<file path="config.mk">
export PLATFORM = sky130hd
export DESIGN_NAME = crba_core
export DESIGN_NICKNAME = d
export VERILOG_FILES = /design/src/rtl/crba_pkg.sv /design/src/rtl/crba_core.sv
export SDC_FILE = /design/constraint.sdc
export NUM_CORES = 1
export LEC_CHECK = 0
export BUFFER_PORTS_ARGS = -buffer_cell sky130_fd_sc_hd__buf_4
export CAP_MARGIN = 20
export CORE_MARGIN = 3
export CORE_UTILIZATION = 55
export CTS_CLUSTER_DIAMETER = 150
export CTS_CLUSTER_SIZE = 16
export DETAILED_ROUTE_END_ITERATION = 7
export GPL_TIMING_DRIVEN = 0
export PLACE_DENSITY = 0.71
export REMOVE_ABC_BUFFERS = 1
export SYNTH_ARGS = -nofsm -noshare
export SYNTH_HDL_FRONTEND = slang
export SYNTH_SLANG_ARGS = --single-unit
</file>
<file path="constraint.sdc">
create_clock -name i_clk -period 3.92 [get_ports i_clk]
set_input_delay 0.588 -clock i_clk [delete_from_list [all_inputs] [get_ports i_clk]]
set_output_delay 0.588 -clock i_clk [all_outputs]
set_load 0.01 [all_outputs]
</file>
<file path="src/rtl/crba_pkg.sv">
// package: constants and carriers for the coefficient memory block addressing logic
package crba_pkg;

  localparam int unsigned WORD_COUNT  = 40;
  localparam int unsigned BLOCK_WORDS = 8;
  localparam int unsigned ADDR_W      = 6;
  localparam int unsigned BLOCK_W     = 3;
  localparam int unsigned DATA_W      = 16;

  localparam logic [2:0] BLK_IMPEDANCE  = 3'h0;
  localparam logic [2:0] BLK_FILTER1    = 3'h1;
  localparam logic [2:0] BLK_FILTER2    = 3'h2;
  localparam logic [2:0] BLK_TRANSMIT   = 3'h3;
  localparam logic [2:0] BLK_RECEIVE    = 3'h4;
  localparam logic [2:0] BLK_LAST_VALID = 3'h4;
  localparam logic [2:0] IDX_FIRST      = 3'h7;
  localparam logic [2:0] IDX_LAST       = 3'h0;
  localparam logic [2:0] IDX_GAIN_MIN   = 3'h4;

  localparam logic [5:0]        RST_ADDR = 6'h00;
  localparam logic [DATA_W-1:0] RST_DATA = 16'h0000;

  typedef enum logic [3:0] {
    CRBA_NONE           = 4'h0,
    CRBA_IMPEDANCE      = 4'h1,
    CRBA_FIRST_FILTER   = 4'h2,
    CRBA_SECOND_FILTER  = 4'h3,
    CRBA_TX_FREQ_RESP   = 4'h4,
    CRBA_TX_GAIN        = 4'h5,
    CRBA_RX_FREQ_RESP   = 4'h6,
    CRBA_RX_GAIN        = 4'h7
  } crba_set_t;

  typedef enum logic [2:0] {
    CRBA_IDLE  = 3'b001,
    CRBA_WALK  = 3'b010,
    CRBA_DONE  = 3'b100
  } crba_state_t;

  typedef struct packed {
    logic              write;
    logic [2:0]        block;
    logic [DATA_W-1:0] wdata;
  } crba_cmd_t;

  typedef struct packed {
    logic              valid;
    logic              write;
    logic [5:0]        addr;
    crba_set_t         set;
    logic [DATA_W-1:0] data;
  } crba_word_t;

endpackage

</file>
<file path="src/rtl/crba_core.sv">
// coefficient memory with block command addressing and a downward word walk
// Operation
// - the memory holds forty words in five blocks of eight, each word named by a 6-bit address.
// - a command names only a 3-bit block and the device then touches all eight words of it in that one command.
// - the low word index counts down from 111 to 000 so the highest word goes first.
// - the block number forms the upper three address bits and the device supplies the lower three.
// - block 100 carries the receive gain and receive frequency-response words together.
// - block 000 is impedance matching, 001 first filter, 010 second filter, 011 transmit response then gain, 100 receive response then gain.
`timescale 1ns/10ps
module crba_core (
  input  wire logic                        i_clk,
  input  wire logic                        i_nrst,
  input  wire logic                        i_cmd_valid,
  input  wire crba_pkg::crba_cmd_t         i_cmd,
  output logic                             o_cmd_ready,
  output crba_pkg::crba_word_t             o_word,
  output logic                             o_done,
  output logic                             o_bad_block
);
  import crba_pkg::*;

  // one register per word, each with its own write strobe
  logic [DATA_W-1:0] mem_q [WORD_COUNT];
  crba_state_t       state_q;
  crba_state_t       state_d;
  logic [2:0]        block_q;
  logic [2:0]        idx_q;
  logic [2:0]        idx_d;
  logic              write_q;
  logic [DATA_W-1:0] wdata_q;
  logic [5:0]        addr_d;
  crba_set_t         set_d;
  logic              bad_d;
  logic              take;
  logic              walking;
  logic              last_step;
  logic [DATA_W-1:0] rd_data;
  logic              out_valid_q;
  logic              out_write_q;
  logic [5:0]        out_addr_q;
  crba_set_t         out_set_q;
  logic [DATA_W-1:0] out_data_q;
  logic              done_q;
  logic              bad_q;

  assign o_cmd_ready = (state_q == CRBA_IDLE);
  assign bad_d       = (i_cmd.block > BLK_LAST_VALID);
  // a refused block never leaves idle, so it cannot alias onto real words
  assign take        = o_cmd_ready && i_cmd_valid && !bad_d;
  assign walking     = (state_q == CRBA_WALK);
  assign last_step   = walking && (idx_q == IDX_LAST);
  assign addr_d      = {block_q, idx_q};
  assign rd_data     = mem_q[addr_d];

  always_comb begin
    set_d = CRBA_NONE;
    case (block_q)
      BLK_IMPEDANCE: set_d = CRBA_IMPEDANCE;
      BLK_FILTER1:   set_d = CRBA_FIRST_FILTER;
      BLK_FILTER2:   set_d = CRBA_SECOND_FILTER;
      BLK_TRANSMIT:  set_d = (idx_q >= IDX_GAIN_MIN) ? CRBA_TX_GAIN : CRBA_TX_FREQ_RESP;
      // one block reaches both receive groups, so a single command rewrites both
      BLK_RECEIVE:   set_d = (idx_q >= IDX_GAIN_MIN) ? CRBA_RX_GAIN : CRBA_RX_FREQ_RESP;
      default:       set_d = CRBA_NONE;
    endcase
  end

  always_comb begin
    state_d = state_q;
    case (state_q)
      CRBA_IDLE: begin
        if (take) begin
          state_d = CRBA_WALK;
        end
      end
      CRBA_WALK: begin
        if (idx_q == IDX_LAST) begin
          state_d = CRBA_DONE;
        end
      end
      // one extra busy cycle keeps accepted commands ten cycles apart
      CRBA_DONE: state_d = CRBA_IDLE;
      default:   state_d = CRBA_IDLE;
    endcase
  end

  always_ff @(posedge i_clk or negedge i_nrst) begin
    if (!i_nrst) begin
      state_q <= CRBA_IDLE;
    end else begin
      state_q <= state_d;
    end
  end

  always_comb begin
    idx_d = idx_q;
    if (take) begin
      idx_d = IDX_FIRST;
    end else if (walking && (idx_q != IDX_LAST)) begin
      idx_d = idx_q - 3'h1;
    end
  end

  always_ff @(posedge i_clk or negedge i_nrst) begin
    if (!i_nrst) begin
      idx_q <= IDX_FIRST;
    end else begin
      idx_q <= idx_d;
    end
  end

  // command fields are latched once and held for the whole walk
  always_ff @(posedge i_clk or negedge i_nrst) begin
    if (!i_nrst) begin
      block_q <= 3'h0;
    end else if (take) begin
      block_q <= i_cmd.block;
    end
  end

  always_ff @(posedge i_clk or negedge i_nrst) begin
    if (!i_nrst) begin
      write_q <= 1'b0;
    end else if (take) begin
      write_q <= i_cmd.write;
    end
  end

  always_ff @(posedge i_clk or negedge i_nrst) begin
    if (!i_nrst) begin
      wdata_q <= RST_DATA;
    end else if (take) begin
      wdata_q <= i_cmd.wdata;
    end
  end

  // one shared write word per command; a wider front end would feed a word per step
  for (genvar gi = 0; gi < WORD_COUNT; gi++) begin : g_word
    logic we;
    assign we = walking && write_q && (addr_d == 6'(gi));
    always_ff @(posedge i_clk or negedge i_nrst) begin
      if (!i_nrst) begin
        mem_q[gi] <= RST_DATA;
      end else if (we) begin
        mem_q[gi] <= wdata_q;
      end
    end
  end

  // outputs are registered, so each word shows one cycle after its walk step
  always_ff @(posedge i_clk or negedge i_nrst) begin
    if (!i_nrst) begin
      out_valid_q <= 1'b0;
    end else begin
      out_valid_q <= walking;
    end
  end

  always_ff @(posedge i_clk or negedge i_nrst) begin
    if (!i_nrst) begin
      out_write_q <= 1'b0;
    end else begin
      out_write_q <= write_q;
    end
  end

  always_ff @(posedge i_clk or negedge i_nrst) begin
    if (!i_nrst) begin
      out_addr_q <= RST_ADDR;
    end else begin
      out_addr_q <= addr_d;
    end
  end

  always_ff @(posedge i_clk or negedge i_nrst) begin
    if (!i_nrst) begin
      out_set_q <= CRBA_NONE;
    end else begin
      out_set_q <= set_d;
    end
  end

  // a write echoes the written word, a read the word as it was stored
  always_ff @(posedge i_clk or negedge i_nrst) begin
    if (!i_nrst) begin
      out_data_q <= RST_DATA;
    end else begin
      out_data_q <= write_q ? wdata_q : rd_data;
    end
  end

  always_ff @(posedge i_clk or negedge i_nrst) begin
    if (!i_nrst) begin
      done_q <= 1'b0;
    end else begin
      done_q <= last_step;
    end
  end

  // a refused offer is flagged once and the block stays ready
  always_ff @(posedge i_clk or negedge i_nrst) begin
    if (!i_nrst) begin
      bad_q <= 1'b0;
    end else begin
      bad_q <= o_cmd_ready && i_cmd_valid && bad_d;
    end
  end

  assign o_word = '{
    valid: out_valid_q,
    write: out_write_q,
    addr:  out_addr_q,
    set:   out_set_q,
    data:  out_data_q
  };
  assign o_done      = done_q;
  assign o_bad_block = bad_q;

endmodule

</file>
; Yosys cells after proc, flatten, opt, wreduce, memory -nomap -nowiden
; Cells that the tools add are included.
[classes]
n_addsub = 1
bitwise = 1
div = 0
magnitude_cmp = 3
mul = 0
n_reduce_logical = 53
eq_ne = 47
mux = 12
shift = 0
[ops]
columns = operator, count
row1 = $bmux W16 S6, 1
row2 = $eq A6 B5 Y1 const B, 16
row3 = $eq A6 B4 Y1 const B, 8
row4 = $eq A6 B6 Y1 const B, 8
row5 = $mux W16, 3
row6 = $logic_and A1 B1 Y1, 46
row7 = $eq A6 B3 Y1 const B, 4
row8 = $pmux W3 S5, 1
row9 = $eq A6 B2 Y1 const B, 2
row10 = $mux W3, 4
row11 = $eq A3 B2 Y1 const B, 3
row12 = $ge A7 B7 Y1 const B, 1
row13 = $not A6 Y7, 1
row14 = $eq A3 B1 Y1 const B, 2
row15 = $eq A6 B1 Y1 const B, 1
row16 = $logic_not A3 Y1, 2
row17 = $logic_not A6 Y1, 1
row18 = $pmux W3 S2, 1
row19 = $ne A2 B1 Y1 const B, 2
row20 = $eq A3 B3 Y1 const B, 1
row21 = $ge A3 B3 Y1 const B, 1
row22 = $gt A3 B3 Y1 const B, 1
row23 = $reduce_bool A3 Y1, 1
row24 = $sub A3 B1 Y3 const B, 1
row25 = 4 further kinds, 5
[word_totals]
register_bits = 695
out_inout_bits = 31
mem_bits_rw = 0
elab_cells = 169
latch_bits = 0
mem_bits_ro = 0
memories = 0

; Logic depth before layout (Yosys ltp)
[depth]
word_depth = 5
mapped_depth = 12

; Worst setup path before layout
; OpenSTA, ideal clock, no wires.
[synth_path]
path_kind = reg2reg
from = reg idx_q[0]
to = reg mem_q[373] in the netlist's numbering
arrival_time_ps = 2789
required_time_ps = 3795
period_less_slack_ps = 2914
setup_ps = 125
stages_incl_launch_ff = 13
path_slack_ps = 1006
path_buffers = 6
path_cell_list = dfstp_2 > buf_2 > buf_4 > buf_4 > buf_2 > inv_1 > ha_1 > buf_2 > nand2b_1 > nor2_1 > nand2_2 > buf_2 > mux2_2
[synth_via]
elab_chain_cells = 2
[synth_lines]
columns = item, line
row1 = "start, declared", crba_core.sv:27  ; logic [2:0] idx_q;
row2 = "start signal, assigned", crba_core.sv:108  ; idx_q <= idx_d;
row3 = $eq A6 B5 Y1, crba_core.sv:140  ; assign we = walking && write_q && (addr_d == 6'(gi));
row4 = $logic_and A1 B1 Y1, crba_core.sv:140
row5 = "end signal, assigned by index", crba_core.sv:145  ; mem_q[gi] <= wdata_q;
row6 = "end, declared", crba_core.sv:23  ; logic [DATA_W-1:0] mem_q [WORD_COUNT];
; No other way between the ends.
; A chain may end at the register's enable or synchronous reset.

; Worst setup path after layout
[layout_path]
from = reg idx_q[1]
to = reg mem_q[251] in the netlist's numbering
; The elaborated chain is that of the path after synthesis.

==> flow_summary.toml <==
[run_status]
outcome = "finished, final reports clean"

[yosys]
synth_top_family_by_area = "multiplexers"
yosys.area.top_type = "dfrtp_1"
ys_top_cells_by_area = "dfrtp_1 54%, mux2_2 22%, mux2i_1 6.0%"
ys_warn_count = 0
yosys.area_share.xor_xnor = 0.000820
avgSynthCellArea_um2 = 14.7
synthSimpleGateAreaFrac = 0.0377
yosysTopAreaCellShare = 0.540
synth_flop_cell = "dfrtp_1"
ys_async_sr_fraction = 1.00
synth.area.mux_share = 0.340
synth-compound-area-share = 0.0430
synth-edff-count = 0
synth_cell_types = 54
synth_seq_cells = 695
synth_cells = 2172
seq_area_frac_synth = 0.543
yosys.area_share.adder = 0.00195
syn_area_um2 = 32000

[clocking]
clockBufferDepth = 3
clock-sinks = 695
cts.clk_slew.worst_paths_ns = 0.07
cts_tree = "built"
root_buffer = "clkbuf_16"
clkLatencyLatePin_ns = 0.61
cts_resized = 0
htree_num_levels = 2
numCtsBuffers = 49

[route]
wire_per_inst_um = 27.0
firstDrtPassIters = 5
postRouteAntennaNets = 0
vias = 18200
viasPerCell = 6.35
drtIter0Drc = 1022
route.detailed.drc = 0
wirelength_um = 77500

[place]
dp_hpwl_um = 47700
placed_area_um2 = 33000
portBuffers = 52
gp_congestion = 0.788

[sta]
period_needed_ns = 3.55
fin_crit_sh = 0.906
hold-worst-slack_ns = 0.152
fmax_mhz = 281
worst_slew_pin_slew_ns = 0.996
rsz0062_at_grt = "no"
clock_skew_ns = 0.0211
finalSetupViolCount = 0
worst_slew_margin_rel = 0.332
final_max_slew_viol_count = 0
hold_viol_final = 0

[final_layout]
layout_commonest_cell = "dfrtp_1"
drive_gt1_frac = 0.439
finalInstanceArea_um2 = 34400
finalNetCount = 2130
fillers = 4410
final_cell_mix = "678 x dfrtp_1, 628 x mux2_2, 192 x mux2i_1"
multi_input_area_um2 = 13600
regArea_um2 = 17400
area_growth_pct = 7.39
final_core_util = 0.603

[critical_path]
start_kind = "register"
critical_path_arrival_ns = 4.04
end_kind = "register"
critical_path_class = "register to register"
worstPathMaxFanout = 28
worstPathRequired_ns = 4.41

[global_routing]
grt_pass1_wl_um = 120000
grt_max_degree = 129
antenna_found_initial = 4
gr-usage-all-layers = 0.261
grt.overflow.total = 0
grt_pass1_vias = 19500

[power_and_ir_drop]
p_leak_nw = 17.5
p_per_area_nw_per_um2 = 541
ir_worst_vdd_mv = 0.418

[die]
die_width_um = 247
ios = 54
dieArea_um2 = 61200
die_height_um = 247
rows = 87
start_util = 0.562
core_region_area_um2 = 57000

[job]
maxCapViolations = 0

[worst_hold_path]
hold_path_class = "input pin to register"
-- final cells by class --
type / instances / area share
Tap cell: 756 / 0.0275
Antenna cell: 2 / 0.000145
Timing Repair Buffer: 79 / 0.0310
Sequential cell: 695 / 0.506
Inverter: 4 / 0.000436
Clock buffer: 62 / 0.0383
Multi-Input combinational cell: 1273 / 0.396
Clock inverter: 2 / 0.000582
-- report_power, final --
part	switching [W]	total, W	leakage (nW)	internal, W
clock network	0.00239	0.00473	0.652	0.00234
registers	0.00133	0.00909	9.56	0.00776
logic	0.00269	0.00479	7.27	0.00210
total	0.00641	0.0186	17.5	0.0122
-- synthesized netlist by cell type, drive strengths merged, types with 3 or more instances --
cell,instances
a41oi,16
a21o,17
nand4,8
mux2i,192
nand2,39
ha,5
mux2,659
nand2b,3
a21oi,17
dfstp,4
dfrtp,691
nand3,35
buf,102
clkbuf,98
o21ai,11
and2,4
nor2,24
o22ai,41
a22oi,80
nor2b,21
a31oi,17
mux4,64
inv,4
-- state kept, by name (all words and copies together), names as in the netlist, 3 cells and up --
name	flops
wdata_q	16
idx_q	3
state_q	3
block_q	3
out_set_q	3
out_addr_q	6
out_data_q	16
mem_q	640
-- logic make-up (layout without fill, tap and decap cells) --
logic type,Yosys count,count (layout)
AO/OA/AOI/OAI,200,200
buffers and inverters,204,147
XOR/XNOR,3,3
adder cells (fa/ha/maj),5,5
flip-flops,695,695
multiplexers,915,915
other,1,3
AND/OR/NAND/NOR,149,149
-- what timing repair did --
item / in CTS / in global routing
setup buffers: 0 / 1
hold endpoints to repair: 67 / 0
setup endpoints to repair: 0 / 32
hold buffers: 1 / 0
-- final timing paths --
check / to / depth (start not counted) / slack [ns] / start
setup / recovery: mem_q[251] / 5 / 0.37 / idx_q[1]
hold / removal: state_q[0] / 2 / 0.15 / i_cmd_valid
setup reg to reg: mem_q[251] / 5 / 0.37 / idx_q[1]
hold reg to reg: mem_q[582] / 1 / 0.50 / mem_q[582]
max in group asynchronous: wdata_q[15] / 6 / 0.96 / i_nrst
min in group asynchronous: out_addr_q[1] / 2 / 0.54 / i_nrst
-- critical path, cell delays in order, from the launching register on --
cell and delay [ns]:
dfstp_4 0.65, inv_1 0.58, ha_1 0.64, nor2b_1 0.69, nand3_4 0.42, mux2_2 0.43
-- per-layer routing --
metal	track usage	wire length (µm)	vias up
li1	-	-	7818
met1	0.360	33900	9901
met2	0.421	37200	392
met3	0.0467	3980	120
met4	0.0899	2420	2
met5	0	13	-
-- per-stage QoR --
step | setup TNS (ns) | total power, W | setup slack [ns] | cells
5_1_grt | 0 | 0.0194 | 0.200 | 2871
3_3_place_gp | -6301.76 | 0.0139 | -5.52 | 2780
2_1_floorplan | -1011.44 | 0.0117 | -2.08 | 1972
6_report | 0 | 0.0186 | 0.367 | 2873
3_5_place_dp | 0 | 0.0140 | 0.0495 | 2805
4_1_cts | 0 | 0.0188 | 0.0242 | 2870
Power figures use the tool's default switching activity.
